==> config.mk <==
export PLATFORM = sky130hd
export DESIGN_NAME = rsi_top
export DESIGN_NICKNAME = d
export VERILOG_FILES = /design/src/verilog/rsi_top_dummy_guard.sv /design/src/verilog/rsi_pkg.sv /design/src/verilog/rsi_ifs.sv /design/src/verilog/rsi_axil_slave.sv /design/src/verilog/rsi_status_latch.sv /design/src/verilog/rsi_top.sv
export VERILOG_INCLUDE_DIRS = /design/src /design/src/verilog
export SDC_FILE = /design/constraint.sdc
export NUM_CORES = 1
export LEC_CHECK = 0
export BUFFER_PORTS_ARGS = -buffer_cell sky130_fd_sc_hd__buf_4
export CAP_MARGIN = 10
export CORE_AREA = 5 5 150 116
export DETAILED_ROUTE_END_ITERATION = 8
export DIE_AREA = 0 0 155 121
export PLACE_DENSITY_LB_ADDON = 0.12
export SLEW_MARGIN = 20
export SYNTH_ARGS = -nofsm -noshare
export SYNTH_HDL_FRONTEND = slang
export SYNTH_SLANG_ARGS = --single-unit
export TNS_END_PERCENT = 30
==> constraint.sdc <==
create_clock -name i_core_clk -period 1.71 [get_ports i_core_clk]
set_input_delay 0.0855 -clock i_core_clk [delete_from_list [all_inputs] [get_ports i_core_clk]]
set_output_delay 0.0855 -clock i_core_clk [all_outputs]
set_load 0.1 [all_outputs]
==> src/verilog/rsi_consts.svh <==
/*
  Register offsets, field positions and reset values of the receive
  status and receive data interrupt sources.
  Assumes inclusion by bare name from the design files.
*/
// Behaviour
// - Sync or flag found in a sync mode sets exited-search bit 7.
// - Fifteen or sixteen ones on the line set idle-seen bit 6.
// - Async break or HDLC abort sets break/abort bit 5.
// - Armed boundary source: readout of boundary char sets status pending.
// - Boundary tag: address char, carrier loss, frame end, block end.
// - Armed parity source: parity failure or queued abort sets pending.
// - Armed overrun source: readout of overrun char sets pending.
// - Armed status bit stays latched until software writes one to it.
// - Write-one clears exited, HDLC abort, boundary, parity, overrun.
// - Idle and async break clear only after unlatch and line ended.
// - Unarmed source never sets the status pending flag.
// - Arms leave bits 7-5 alone but shape bits 4, 2 and 1.
// - Char arriving with count equal to level sets data pending.
// - Boundary char queued below level sets data pending.
// - High control byte follows last select command 5, 6 or 7.
// - Data pending and in-service clear only by chain control writes.
// - Command/status read that returns unarmed boundary status releases it.
`ifndef RSI_CONSTS_SVH
`define RSI_CONSTS_SVH
`define RSI_OFF_CMD_STATUS 8'h00
`define RSI_OFF_INT_CTRL 8'h04
`define RSI_OFF_CHAIN_CTRL 8'h08
`define RSI_OFF_MODE 8'h0C
`define RSI_STATUS_MASK 8'hF6
`define RSI_POP_MASK 8'h16
`define RSI_BIT_EXITED 7
`define RSI_BIT_IDLE 6
`define RSI_BIT_BREAK 5
`define RSI_BIT_BOUND 4
`define RSI_BIT_PARITY 2
`define RSI_BIT_OVERRUN 1
`define RSI_BIT_QUEUED_ABORT_ENABLE 8
`define RSI_CMD_SEL_FILL 4'h5
`define RSI_CMD_SEL_INT 4'h6
`define RSI_CMD_SEL_DMA 4'h7
`define RSI_RST_LEVEL 8'h00
`define RSI_RST_ARM 8'h00
`endif

==> src/verilog/rsi_top_dummy_guard.sv <==
`timescale 1ns/1ps
`default_nettype none
`default_nettype wire

==> src/verilog/rsi_pkg.sv <==
/*
  Types shared by the receive interrupt source block.
  Assumes nothing of its surroundings.
*/
package rsi_pkg;
  typedef enum logic [2:0] {
    RSI_MODE_ASYNC, RSI_MODE_NINE_BIT, RSI_MODE_EXT_SYNC, RSI_MODE_HDLC,
    RSI_MODE_ENET, RSI_MODE_BISYNC, RSI_MODE_MONO_SYNC
  } rsi_mode_t;
  typedef enum logic [1:0] {RSI_SEL_FILL, RSI_SEL_INT, RSI_SEL_DMA} rsi_sel_t;
endpackage

==> src/verilog/rsi_ifs.sv <==
/*
  Carriers between the top and its register bus slave and status latch.
  Assumes one clock domain.
*/
`timescale 1ns/1ps
`default_nettype none
interface rsi_regbus_if;
  logic wr_en;
  logic [7:0] wr_addr;
  logic [31:0] wr_data;
  logic [3:0] wr_strb;
  logic wr_ok;
  logic rd_en;
  logic [7:0] rd_addr;
  logic [31:0] rd_data;
  logic rd_ok;
  modport slave(output wr_en, wr_addr, wr_data, wr_strb, rd_en, rd_addr,
    input wr_ok, rd_data, rd_ok);
  modport regs(input wr_en, wr_addr, wr_data, wr_strb, rd_en, rd_addr,
    output wr_ok, rd_data, rd_ok);
endinterface

interface rsi_status_if;
  logic [7:0] ev;
  logic [7:0] cond;
  logic [7:0] hold_cond;
  logic [7:0] arm;
  logic [7:0] tag;
  logic [7:0] unlatch;
  logic pop;
  logic csr_read;
  logic [7:0] bits;
  logic [7:0] rise;
  modport owner(output ev, cond, hold_cond, arm, tag, unlatch, pop,
    csr_read, input bits, rise);
  modport latch(input ev, cond, hold_cond, arm, tag, unlatch, pop,
    csr_read, output bits, rise);
endinterface
`default_nettype wire

==> src/verilog/rsi_axil_slave.sv <==
/*
  AXI4-Lite slave front end, one write and one read at a time.
  Assumes the register side decodes address combinationally.
*/
`timescale 1ns/1ps
`default_nettype none
module rsi_axil_slave (
  // Clock and reset
  input wire logic i_core_clk,
  input wire logic i_reset_n,
  // AXI4-Lite
  input wire logic [7:0] i_awaddr,
  input wire logic i_awvalid,
  output logic o_awready,
  input wire logic [31:0] i_wdata,
  input wire logic [3:0] i_wstrb,
  input wire logic i_wvalid,
  output logic o_wready,
  output logic [1:0] o_bresp,
  output logic o_bvalid,
  input wire logic i_bready,
  input wire logic [7:0] i_araddr,
  input wire logic i_arvalid,
  output logic o_arready,
  output logic [31:0] o_rdata,
  output logic [1:0] o_rresp,
  output logic o_rvalid,
  input wire logic i_rready,
  // Register side
  rsi_regbus_if.slave rb
);
  assign rb.wr_en = o_awready & i_awvalid & i_wvalid;
  assign rb.wr_addr = i_awaddr;
  assign rb.wr_data = i_wdata;
  assign rb.wr_strb = i_wstrb;
  assign rb.rd_en = o_arready & i_arvalid;
  assign rb.rd_addr = i_araddr;

  // Address and data taken together
  always_ff @(posedge i_core_clk or negedge i_reset_n) begin
    if (!i_reset_n) begin
      o_awready <= 1'b0;
      o_wready <= 1'b0;
    end else begin
      o_awready <= i_awvalid & i_wvalid & ~o_bvalid & ~o_awready;
      o_wready <= i_awvalid & i_wvalid & ~o_bvalid & ~o_awready;
    end
  end

  // Write response
  always_ff @(posedge i_core_clk or negedge i_reset_n) begin
    if (!i_reset_n) begin
      o_bvalid <= 1'b0;
      o_bresp <= 2'h0;
    end else if (rb.wr_en) begin
      o_bvalid <= 1'b1;
      o_bresp <= rb.wr_ok ? 2'h0 : 2'h2;
    end else if (i_bready) begin
      o_bvalid <= 1'b0;
    end
  end

  // Read address and data
  always_ff @(posedge i_core_clk or negedge i_reset_n) begin
    if (!i_reset_n) begin
      o_arready <= 1'b0;
      o_rvalid <= 1'b0;
      o_rdata <= 32'h0;
      o_rresp <= 2'h0;
    end else begin
      o_arready <= i_arvalid & ~o_arready & ~o_rvalid;
      if (rb.rd_en) begin
        o_rvalid <= 1'b1;
        o_rdata <= rb.rd_data;
        o_rresp <= rb.rd_ok ? 2'h0 : 2'h2;
      end else if (i_rready) begin
        o_rvalid <= 1'b0;
      end
    end
  end
endmodule
`default_nettype wire

==> src/verilog/rsi_status_latch.sv <==
/*
  Receive status bits with their latching and unlatching behaviour.
  Assumes event, condition and readout inputs synchronous to the clock.
*/
`timescale 1ns/1ps
`default_nettype none
`include "rsi_consts.svh"
module rsi_status_latch #(
  parameter logic [7:0] MASK = `RSI_STATUS_MASK,
  parameter logic [7:0] POP_MASK = `RSI_POP_MASK
) (
  // Clock and reset
  input wire logic i_core_clk,
  input wire logic i_reset_n,
  // Status bits
  rsi_status_if.latch st
);
  genvar i;
  for (i = 0; i < 8; i++) begin : g_bit
    if (!MASK[i]) begin : g_none
      assign st.bits[i] = 1'b0;
      assign st.rise[i] = 1'b0;
    end else if (POP_MASK[i]) begin : g_pop
      logic bit_q;
      logic held_q;
      always_ff @(posedge i_core_clk or negedge i_reset_n) begin
        if (!i_reset_n) begin
          bit_q <= 1'b0;
        end else if (st.pop) begin
          bit_q <= st.arm[i] ? ((bit_q & ~st.unlatch[i]) | st.tag[i]) :
            st.tag[i];
        end else if (st.unlatch[i]) begin
          bit_q <= 1'b0;
        end else if (st.csr_read && held_q) begin
          bit_q <= 1'b0;
        end
      end
      always_ff @(posedge i_core_clk or negedge i_reset_n) begin
        if (!i_reset_n) begin
          held_q <= 1'b0;
        end else if (st.pop) begin
          held_q <= st.tag[i] & ~st.arm[i];
        end else if (st.unlatch[i] || st.csr_read) begin
          held_q <= 1'b0;
        end
      end
      assign st.bits[i] = bit_q;
      assign st.rise[i] = st.pop & st.tag[i] & st.arm[i];
    end else begin : g_event
      logic bit_q;
      logic unl_q;
      logic set_w;
      assign set_w = st.ev[i] | st.cond[i];
      always_ff @(posedge i_core_clk or negedge i_reset_n) begin
        if (!i_reset_n) begin
          bit_q <= 1'b0;
        end else if (set_w) begin
          bit_q <= 1'b1;
        end else if (st.hold_cond[i]) begin
          if (unl_q || st.unlatch[i]) begin
            bit_q <= 1'b0;
          end
        end else if (st.unlatch[i]) begin
          bit_q <= 1'b0;
        end
      end
      always_ff @(posedge i_core_clk or negedge i_reset_n) begin
        if (!i_reset_n) begin
          unl_q <= 1'b0;
        end else if (!bit_q) begin
          unl_q <= 1'b0;
        end else if (st.unlatch[i]) begin
          unl_q <= 1'b1;
        end
      end
      assign st.bits[i] = bit_q;
      assign st.rise[i] = set_w & ~bit_q & st.arm[i];
    end
  end
endmodule
`default_nettype wire

==> src/verilog/rsi_top.sv <==
/*
  Receive status and receive data interrupt sources of one channel,
  with their registers over AXI4-Lite.
  Assumes receiver queue events are one-cycle pulses on the core clock.
*/
`timescale 1ns/1ps
`default_nettype none
`include "rsi_consts.svh"
module rsi_top #(
  parameter int CW = 8
) (
  // Clock and reset
  input wire logic i_core_clk,
  input wire logic i_reset_n,
  // AXI4-Lite write
  input wire logic [7:0] s_axil_awaddr,
  input wire logic s_axil_awvalid,
  output logic s_axil_awready,
  input wire logic [31:0] s_axil_wdata,
  input wire logic [3:0] s_axil_wstrb,
  input wire logic s_axil_wvalid,
  output logic s_axil_wready,
  output logic [1:0] s_axil_bresp,
  output logic s_axil_bvalid,
  input wire logic s_axil_bready,
  // AXI4-Lite read
  input wire logic [7:0] s_axil_araddr,
  input wire logic s_axil_arvalid,
  output logic s_axil_arready,
  output logic [31:0] s_axil_rdata,
  output logic [1:0] s_axil_rresp,
  output logic s_axil_rvalid,
  input wire logic s_axil_rready,
  // Receiver line events
  input wire logic i_sync_found,
  input wire logic i_idle_line,
  input wire logic i_break_line,
  input wire logic i_abort_seen,
  // Queue write side
  input wire logic i_push,
  input wire logic i_push_addr_char,
  input wire logic i_push_carrier_lost,
  input wire logic i_push_frame_last,
  input wire logic i_push_block_term,
  input wire logic [CW-1:0] i_queue_count,
  // Queue readout side
  input wire logic i_pop,
  input wire logic i_pop_boundary_tag,
  input wire logic i_pop_parity_err,
  input wire logic i_pop_abort_after,
  input wire logic i_pop_overrun_tag,
  // Acknowledge from priority chain
  input wire logic i_rs_ack,
  input wire logic i_rd_ack,
  // Flags and levels
  output logic o_rs_pending_flag,
  output logic o_rd_pending_flag,
  output logic o_rs_in_service_flag,
  output logic o_rd_in_service_flag,
  output logic o_push_boundary_tag,
  output logic [CW-1:0] o_dma_level
);
  rsi_regbus_if rb ();
  rsi_status_if st ();

  rsi_axil_slave u_bus (
    .i_core_clk(i_core_clk),
    .i_reset_n(i_reset_n),
    .i_awaddr(s_axil_awaddr),
    .i_awvalid(s_axil_awvalid),
    .o_awready(s_axil_awready),
    .i_wdata(s_axil_wdata),
    .i_wstrb(s_axil_wstrb),
    .i_wvalid(s_axil_wvalid),
    .o_wready(s_axil_wready),
    .o_bresp(s_axil_bresp),
    .o_bvalid(s_axil_bvalid),
    .i_bready(s_axil_bready),
    .i_araddr(s_axil_araddr),
    .i_arvalid(s_axil_arvalid),
    .o_arready(s_axil_arready),
    .o_rdata(s_axil_rdata),
    .o_rresp(s_axil_rresp),
    .o_rvalid(s_axil_rvalid),
    .i_rready(s_axil_rready),
    .rb(rb)
  );

  rsi_status_latch u_latch (
    .i_core_clk(i_core_clk),
    .i_reset_n(i_reset_n),
    .st(st)
  );

  logic [7:0] arm_q;
  logic [CW-1:0] int_level_q;
  logic [CW-1:0] dma_level_q;
  rsi_pkg::rsi_sel_t sel_q;
  rsi_pkg::rsi_mode_t mode_q;
  logic queued_abort_enable_q;
  logic [CW-1:0] hi_byte;
  logic sync_mode;
  logic hdlc;
  logic push_bound;
  logic wr_cs;
  logic wr_ic;
  logic wr_cc;
  logic wr_md;
  logic [3:0] cmd;

  assign wr_cs = rb.wr_en && rb.wr_addr == `RSI_OFF_CMD_STATUS;
  assign wr_ic = rb.wr_en && rb.wr_addr == `RSI_OFF_INT_CTRL;
  assign wr_cc = rb.wr_en && rb.wr_addr == `RSI_OFF_CHAIN_CTRL;
  assign wr_md = rb.wr_en && rb.wr_addr == `RSI_OFF_MODE;
  assign cmd = rb.wr_data[15:12];
  assign sync_mode = mode_q != rsi_pkg::RSI_MODE_ASYNC &&
    mode_q != rsi_pkg::RSI_MODE_NINE_BIT;
  assign hdlc = mode_q == rsi_pkg::RSI_MODE_HDLC;
  assign rb.wr_ok = rb.wr_addr == `RSI_OFF_CMD_STATUS ||
    rb.wr_addr == `RSI_OFF_INT_CTRL || rb.wr_addr == `RSI_OFF_CHAIN_CTRL ||
    rb.wr_addr == `RSI_OFF_MODE;

  assign push_bound =
    (mode_q == rsi_pkg::RSI_MODE_NINE_BIT && i_push_addr_char) ||
    (mode_q == rsi_pkg::RSI_MODE_EXT_SYNC && i_push_carrier_lost) ||
    ((hdlc || mode_q == rsi_pkg::RSI_MODE_ENET) && i_push_frame_last) ||
    (mode_q == rsi_pkg::RSI_MODE_BISYNC && i_push_block_term);

  assign st.ev[`RSI_BIT_EXITED] = i_sync_found & sync_mode;
  assign st.ev[`RSI_BIT_BREAK] = i_abort_seen & hdlc;
  assign st.ev[4:0] = 5'h00;
  assign st.ev[`RSI_BIT_IDLE] = 1'b0;
  assign st.cond[`RSI_BIT_IDLE] = i_idle_line;
  assign st.cond[`RSI_BIT_BREAK] = i_break_line & ~sync_mode;
  assign st.cond[`RSI_BIT_EXITED] = 1'b0;
  assign st.cond[4:0] = 5'h00;
  assign st.hold_cond = {1'b0, 1'b1, ~sync_mode, 5'h00};
  assign st.arm = arm_q & `RSI_STATUS_MASK;
  assign st.tag = {3'h0, i_pop_boundary_tag, 1'b0,
    i_pop_parity_err | (hdlc & queued_abort_enable_q & i_pop_abort_after),
    i_pop_overrun_tag, 1'b0};
  assign st.pop = i_pop;
  assign st.unlatch = (wr_cs && rb.wr_strb[0]) ?
    rb.wr_data[7:0] & `RSI_STATUS_MASK : 8'h00;
  assign st.csr_read = rb.rd_en && rb.rd_addr == `RSI_OFF_CMD_STATUS;

  always_ff @(posedge i_core_clk or negedge i_reset_n) begin
    if (!i_reset_n) begin
      sel_q <= rsi_pkg::RSI_SEL_FILL;
    end else if (wr_cs && rb.wr_strb[1]) begin
      case (cmd)
        `RSI_CMD_SEL_FILL: sel_q <= rsi_pkg::RSI_SEL_FILL;
        `RSI_CMD_SEL_INT: sel_q <= rsi_pkg::RSI_SEL_INT;
        `RSI_CMD_SEL_DMA: sel_q <= rsi_pkg::RSI_SEL_DMA;
        default: sel_q <= sel_q;
      endcase
    end
  end

  always_ff @(posedge i_core_clk or negedge i_reset_n) begin
    if (!i_reset_n) begin
      arm_q <= `RSI_RST_ARM;
    end else if (wr_ic && rb.wr_strb[0]) begin
      arm_q <= rb.wr_data[7:0];
    end
  end

  always_ff @(posedge i_core_clk or negedge i_reset_n) begin
    if (!i_reset_n) begin
      int_level_q <= `RSI_RST_LEVEL;
      dma_level_q <= `RSI_RST_LEVEL;
    end else if (wr_ic && rb.wr_strb[1]) begin
      if (sel_q == rsi_pkg::RSI_SEL_INT) begin
        int_level_q <= rb.wr_data[8 +: CW];
      end
      if (sel_q == rsi_pkg::RSI_SEL_DMA) begin
        dma_level_q <= rb.wr_data[8 +: CW];
      end
    end
  end

  // Mode and queued abort
  always_ff @(posedge i_core_clk or negedge i_reset_n) begin
    if (!i_reset_n) begin
      mode_q <= rsi_pkg::RSI_MODE_ASYNC;
      queued_abort_enable_q <= 1'b0;
    end else if (wr_md) begin
      if (rb.wr_strb[0]) begin
        mode_q <= rsi_pkg::rsi_mode_t'(rb.wr_data[2:0]);
      end
      if (rb.wr_strb[1]) begin
        queued_abort_enable_q <= rb.wr_data[`RSI_BIT_QUEUED_ABORT_ENABLE];
      end
    end
  end

  // Receive status pending
  always_ff @(posedge i_core_clk or negedge i_reset_n) begin
    if (!i_reset_n) begin
      o_rs_pending_flag <= 1'b0;
    end else if (|st.rise) begin
      o_rs_pending_flag <= 1'b1;
    end else if (wr_cc && rb.wr_strb[0] && rb.wr_data[0]) begin
      o_rs_pending_flag <= 1'b0;
    end
  end

  // Receive data pending
  always_ff @(posedge i_core_clk or negedge i_reset_n) begin
    if (!i_reset_n) begin
      o_rd_pending_flag <= 1'b0;
    end else if (i_push && (i_queue_count == int_level_q ||
        (push_bound && i_queue_count < int_level_q))) begin
      o_rd_pending_flag <= 1'b1;
    end else if (wr_cc && rb.wr_strb[0] && rb.wr_data[1]) begin
      o_rd_pending_flag <= 1'b0;
    end
  end

  // In-service flags
  always_ff @(posedge i_core_clk or negedge i_reset_n) begin
    if (!i_reset_n) begin
      o_rs_in_service_flag <= 1'b0;
      o_rd_in_service_flag <= 1'b0;
    end else begin
      if (i_rs_ack) begin
        o_rs_in_service_flag <= 1'b1;
      end else if (wr_cc && rb.wr_strb[0] && rb.wr_data[2]) begin
        o_rs_in_service_flag <= 1'b0;
      end
      if (i_rd_ack) begin
        o_rd_in_service_flag <= 1'b1;
      end else if (wr_cc && rb.wr_strb[0] && rb.wr_data[3]) begin
        o_rd_in_service_flag <= 1'b0;
      end
    end
  end

  // Tag and level outputs
  always_ff @(posedge i_core_clk or negedge i_reset_n) begin
    if (!i_reset_n) begin
      o_push_boundary_tag <= 1'b0;
      o_dma_level <= `RSI_RST_LEVEL;
    end else begin
      o_push_boundary_tag <= i_push & push_bound;
      o_dma_level <= dma_level_q;
    end
  end

  // Register read decode
  always_comb begin
    case (sel_q)
      rsi_pkg::RSI_SEL_INT: hi_byte = int_level_q;
      rsi_pkg::RSI_SEL_DMA: hi_byte = dma_level_q;
      default: hi_byte = i_queue_count;
    endcase
    rb.rd_ok = 1'b1;
    case (rb.rd_addr)
      `RSI_OFF_CMD_STATUS: rb.rd_data = {24'h0, st.bits[7:1],
        i_queue_count != '0};
      `RSI_OFF_INT_CTRL: rb.rd_data = {16'h0, hi_byte, arm_q};
      `RSI_OFF_CHAIN_CTRL: rb.rd_data = {28'h0, o_rd_in_service_flag,
        o_rs_in_service_flag, o_rd_pending_flag, o_rs_pending_flag};
      `RSI_OFF_MODE: rb.rd_data = {23'h0, queued_abort_enable_q, 5'h0, mode_q};
      default: begin
        rb.rd_data = 32'h0;
        rb.rd_ok = 1'b0;
      end
    endcase
  end
endmodule
`default_nettype wire

==> results.py, run 1 <==
metrics = {
    "status": {
        "outcome": "finished, final reports clean",
    },
    "synth": {
        "ys_seq_area_share_pct": 49.50,
        "synth_top_family_by_area": "simple AND/OR/NAND/NOR gates",
        "synth_mux_area_share_pct": 12.54,
        "synth_xor_area_share_pct": 0,
        "synthDistinctLibCells": 57,
        "yosysTopAreaCellShare_pct": 49.50,
        "synth.ff_latch_count": 76,
        "synth_edf_count": 0,
        "synth_fa_ha_area_share_pct": 3.256,
        "async_flop_share_pct": 100.0,
        "synth_warnings": 0,
        "syn_inst": 345,
        "synth-simple-area-share_pct": 15.86,
        "synthTopCellsByArea": "dfrtp_1 (49%), mux2_4 (6.3%), mux2_2 (3.8%)",
        "synth_compound_area_share_pct": 12.02,
        "synth-main-ff-cell": "dfrtp_1",
        "syn_area_um2": 3842,
        "synth_area_leader_cell": "dfrtp_1",
        "synth_area_per_cell_um2": 11.14,
    },
    "finish": {
        "diodes": 0,
        "layout-drive-gt1-share_pct": 38.31,
        "seqCellArea_um2": 1907,
        "utilization_pct": 34.61,
        "fill_cells": 1612,
        "syn2layout_area_growth_pct": 42.01,
        "finalNetCount": 584,
        "final_cell_mix": "buf_4 (124), dfrtp_1 (74), nand2_1 (34), dlygate4sd3_1 (21), a21oi_1 (19)",
        "final_common_cell": "buf_4",
        "final-instance-count-excl-fill": 706,
        "multi_input_area_um2": 1775,
    },
    "global_routing": {
        "grt_pass1_vias": 3253,
        "track_usage_pct": 12.79,
        "grt_pass1_wl_um": 18350,
        "gr-usage-met1_pct": 18.41,
        "grt_max_degree": 34,
        "overflow": 0,
        "grtUsageMet2_pct": 18.51,
        "busiest_layer": "met2",
        "antenna_found_initial": 0,
        "grt.met3_usage_pct": 4.100,
    },
    "sta": {
        "max_freq_mhz": 589.6,
        "finalClockSkew_ns": 0.006470,
        "setup_violations": 0,
        "finalMaxSlewViolations": 0,
        "tns_ns": 0,
        "rsz0062_at_grt": "yes",
        "finalWorstSetupSlack_ns": 0.01389,
        "period_minus_slack_ns": 1.696,
        "hold_viol_final": 0,
        "final.period_utilization_pct": 99.19,
    },
    "setup_path": {
        "r2r_setup_slack_ns": 0.01,
        "worst_r2r_path_depth": 5,
        "critPathLaunchType": "register",
        "worst_ep_arrival_time_ns": 1.92,
        "crit_path_end_kind": "register",
        "reg2reg_from": "u_bus.o_awready",
        "r2r-end": "int_level_q[3]",
        "path_max_fanout": 8,
        "path_class": "reg2reg",
        "worstPathRequired_ns": 1.93,
    },
    "flow_run": {
        "drv_cap": 0,
    },
    "die": {
        "die-area_um2": 18760,
        "die_h_um": 121,
        "design.core.area_um2": 15770,
        "die_w_um": 155,
        "rows": 40,
        "boundaryPins": 137,
        "initial_core_util_pct": 24.37,
    },
    "place": {
        "post-place-cells": 667,
        "gp_congestion": 0.7777,
        "place_ws_ns": -0.2009,
        "portBuffers": 100,
        "hpwl_um": 9241,
    },
    "route": {
        "antenna_left": 0,
        "num_vias": 3067,
        "drc_errors": 0,
        "wl_per_cell_um": 16.71,
        "dr.pass1.iters": 4,
        "drt_iter0_drc": 181,
        "avgViaCountPerCell": 4.344,
        "routed_wirelength_um": 11800,
    },
    "clock_network": {
        "clock_sinks": 76,
        "cts_buffers": 9,
        "cts_tree": "yes",
        "worst_skew_pair.late_latency_ns": 0.34,
        "path_clk_slew_ns": 0.06,
        "clockBufferDepth": 2,
        "htreeDepth": 3,
        "cts_root_buf": "clkbuf_16",
    },
    "pwr": {
        "power_w": 0.004407,
        "pwr_density_cell_nw_per_um2": 807.7,
        "leakagePower_nw": 2.623,
        "vdd_drop_max_mv": 0.3717,
    },
    "min_path": {
        "worstHoldPathCells": 2,
        "hold-path-endpoint": "int_level_q[7]",
        "hp-class": "in2reg",
        "min_from": "s_axil_wdata[15]",
    },
}
## how the worst max path moves through the flow
stage          slack [ns]        startpoint  depth (start not counted)        endpoint
2_1_floorplan       -0.26   u_bus.o_awready                          5  dma_level_q[0]
3_3_place_gp        -0.18  s_axil_awaddr[1]                          6  dma_level_q[2]
3_5_place_dp        -0.20  s_axil_awaddr[1]                          6  int_level_q[4]
4_1_cts              0.01   u_bus.o_awready                          5  int_level_q[3]
5_1_grt             -0.05   u_bus.o_awready                          5  int_level_q[4]
6_report             0.01   u_bus.o_awready                          5  int_level_q[3]
## state kept, by name (all words and copies together), names as in the netlist, 3 cells and up
signal and flops:
arm_q 8, dma_level_q 8, int_level_q 8, mode_q 3, o_dma_level 8, u_bus.o_rdata 16, u_latch.g_bit.g_event.bit_q 3, u_latch.g_bit.g_pop.bit_q 3
u_latch.g_bit.g_pop.held_q 3
## cells by family after synthesis
family | Yosys count
flip-flops | 76
AND/OR/NAND/NOR | 104
multiplexers | 36
other | 1
buffers and inverters | 46
adder cells (fa/ha/maj) | 10
AO/OA/AOI/OAI | 72
## worst max-delay path, cell delays in order, from the launching register on
cell	delay, ns
dfrtp_4	0.43
nand3_4	0.10
nor3_4	0.25
and4b_4	0.36
nand2_8	0.11
mux2_4	0.33
## routing by layer
metal  part of all wire [%]  wire length (um)
met5                      0                 0
met4                    1.0               121
met3                    6.2               727
met2                     43              5071
met1                     50              5874
## cells in the mapped netlist, drive strengths merged, types with 2 or more instances
cell      n
a22oi     8
mux2i     5
nor4      3
dfrtp    76
nor2b     6
and2      2
nand3     5
ha       10
nand4    10
mux2     29
nand2    36
inv      18
a21o      3
o21ai    17
buf      22
nor3      3
nand3b    4
a2111oi   2
o22ai     2
a22o      3
or2       3
clkbuf    6
nor3b     3
mux4      2
a21oi    20
nand4b    2
nor2     18
o31ai     2
a31o      2
o211ai    2
a31oi     2
## through the flow
step                hold WS [ns]  area [um^2]
floorplan                -0.2101         3924
global placement         0.08327         4931
detailed placement       0.07931         4931
CTS                     0.001845         5424
global route            0.004136         5456
finish                   0.01931         5456
## timing repair
item | CTS | global route
endpoints found under the hold margin | 55 | 0
endpoints found under the setup margin | 19 | 22
setup buffers | 0 | 2
resized for setup | 0 | 6
hold buffers | 21 | 0
pin swaps | 2 | 3
## layout make-up
cell class,count,share of cell area [%]
sequential,76,34.95
tap,210,4.815
clock inverter,1,0.09172
multi-input combinational,240,32.54
clock buffer,15,5.091
timing repair buffer,146,21.28
inverter,18,1.238
## power breakdown
group	switching [W]	internal [W]	total (W)
Clock	0.000715	0.00110	0.00182
Combinational	0.000500	0.000228	0.000728
Sequential	0.0000297	0.00183	0.00186
Total	0.00124	0.00316	0.00441
Power figures use the tool's default switching activity.
==> inputs of run 2 (changes only) <==
--- a/config.mk
+++ b/config.mk
@@ -8,11 +8,10 @@
 export LEC_CHECK = 0
 export BUFFER_PORTS_ARGS = -buffer_cell sky130_fd_sc_hd__buf_4
 export CAP_MARGIN = 10
-export CORE_AREA = 5 5 150 116
+export CORE_AREA = 2 2 147 113
 export DETAILED_ROUTE_END_ITERATION = 8
-export DIE_AREA = 0 0 155 121
+export DIE_AREA = 0 0 149 115
 export PLACE_DENSITY_LB_ADDON = 0.12
-export SLEW_MARGIN = 20
 export SYNTH_ARGS = -nofsm -noshare
 export SYNTH_HDL_FRONTEND = slang
 export SYNTH_SLANG_ARGS = --single-unit
==> results.py, run 2 (synthesis gave the netlist of run 1 again) <==
metrics = {
    "die": {
        "rows": 40,
        "design.core.area_um2": 15720,
        "initial_core_util_pct": 24.45,
        "boundaryPins": 137,
        "die_w_um": 149,
        "die_h_um": 115,
        "die-area_um2": 17140,
    },
    "clock_network": {
        "path_clk_slew_ns": 0.06,
        "clockBufferDepth": 2,
        "htreeDepth": 3,
        "cts_tree": "yes",
        "worst_skew_pair.late_latency_ns": 0.34,
        "cts_root_buf": "clkbuf_16",
        "cts_buffers": 9,
        "clock_sinks": 76,
    },
    "setup_path": {
        "cpMaxStageDelayCell": "dfrtp_4",
        "critPathLaunchType": "register",
        "worstPathRequired_ns": 1.98,
        "path_cells": "nand3_4 -> buf_6 -> nor4_4 -> buf_4 -> and2_1 -> a2111oi_1 -> nand3b_1",
        "path_max_fanout": 9,
        "crit_path_end_kind": "register",
        "path_buf_inv": 2,
        "reg2reg_from": "u_bus.o_awready",
        "path_class": "reg2reg",
        "cp_top_family": "flip-flops",
        "cp-startpoint": "u_bus.o_awready",
        "slowest_delay_ns": 0.50,
        "worst_ep_arrival_time_ns": 1.92,
    },
    "sta": {
        "finalMaxSlewViolations": 0,
        "finalClockSkew_ns": 0.006609,
        "finalWorstSetupSlack_ns": 0.06029,
        "tns_ns": 0,
        "rsz0062_at_grt": "yes",
        "hold_viol_final": 0,
        "whs_ns": 0.009199,
        "period_minus_slack_ns": 1.650,
        "max_freq_mhz": 606.2,
        "final.period_utilization_pct": 96.47,
        "setup_violations": 0,
    },
    "pwr": {
        "p_clk_share_pct": 46.5,
        "vdd_drop_max_mv": 0.3486,
        "seq_power_share_pct": 38.6,
        "p_sw_share_pct": 26.28,
        "p_sw_w": 0.001268,
        "combPwrFrac_pct": 14.9,
        "pwr_density_cell_nw_per_um2": 881.4,
        "p_int_w": 0.003557,
        "leakagePower_nw": 2.630,
    },
    "status": {
        "outcome": "finished, final reports clean",
    },
    "finish": {
        "diodes": 0,
        "seqCellArea_um2": 1907,
        "fill_cells": 1608,
        "layout-drive-gt1-share_pct": 38.09,
        "fin_area_um2": 5474,
        "syn2layout_area_growth_pct": 42.46,
        "largest_register": "u_bus.o_rdata",
        "utilization_pct": 34.83,
        "largest_reg_flops": 16,
        "final_cell_mix": "buf_4 (120), dfrtp_1 (74), nand2_1 (34), a21oi_1 (20), dlygate4sd3_1 (19)",
        "finalNetCount": 579,
        "multi_input_area_um2": 1763,
        "final_common_cell": "buf_4",
    },
    "place": {
        "dpl_cell_area_um2": 4923,
        "gp_congestion": 0.7496,
        "portBuffers": 100,
        "hpwl_um": 8947,
        "place_ws_ns": -0.1466,
    },
    "min_path": {
        "hp-class": "in2reg",
        "min_from": "s_axil_wdata[14]",
    },
    "global_routing": {
        "overflow": 0,
        "track_usage_pct": 13.75,
        "antenna_found_initial": 0,
        "grt_pass1_wl_um": 17580,
        "grt_max_degree": 32,
        "grt_pass1_vias": 3035,
    },
    "route": {
        "drc_errors": 0,
        "routed_wirelength_um": 11450,
        "wl_per_cell_um": 16.34,
        "antenna_left": 0,
        "num_vias": 3089,
        "avgViaCountPerCell": 4.407,
        "drt_iter0_drc": 110,
        "dr.pass1.iters": 4,
    },
    "flow_run": {
        "drv_cap": 0,
    },
}
==> run 2: final timing paths <==
kind	end	slack (ns)	cells after the start
worst max-delay path	u_latch.g_bit[4].g_pop.bit_q	0.06	7
worst min-delay path	int_level_q[6]	0.009	2
worst max register to register	u_latch.g_bit[4].g_pop.bit_q	0.06	7
worst min register to register	o_dma_level[5]	0.41	0
max in group asynchronous	u_latch.g_bit[4].g_pop.bit_q	0.88	3
min in group asynchronous	o_dma_level[7]	0.22	2
==> run 2: final cells by class <==
class	instances	share of cell area, %
timing repair buffer	141	20.50
clock inverter	4	1.737
clock buffer	12	4.686
inverter	18	1.234
tap	210	4.800
sequential	76	34.83
multi-input combinational	240	32.21
==> run 2: through the flow <==
step	std cells	power [W]
2_1_floorplan	362	0.002333
3_3_place_gp	666	0.002580
3_5_place_dp	666	0.002583
4_1_cts	701	0.004906
5_1_grt	701	0.005021
6_report	701	0.004825
==> run 2: what timing repair did <==
action	CTS	global route
hold buffers	19	0
endpoints found under the setup margin	1	6
setup buffers	0	0
resized for setup	1	4
hold endpoints to repair	48	0
pin swaps	0	1
==> run 2: power by group through the flow <==
| stage | Combinational (W) | Sequential (W) | Clock [W] |
|---|---|---|---|
| after floorplan | 0.000327 | 0.00201 | 0 |
| after global placement | 0.000687 | 0.00189 | 0 |
| after detailed placement | 0.000689 | 0.00189 | 0 |
| after CTS | 0.000726 | 0.00186 | 0.00232 |
| after global routing | 0.000762 | 0.00186 | 0.00240 |
| final | 0.000717 | 0.00186 | 0.00225 |
==> run 2: layer usage <==
metal  routed length, um  global-route usage, %  up-vias
met5                   0                      0        -
met4                 166                  4.762        0
met3                 676                  4.008       10
met2                4617                  18.62       97
met1                5991                  20.60     1492
li1                    -                      -     1490
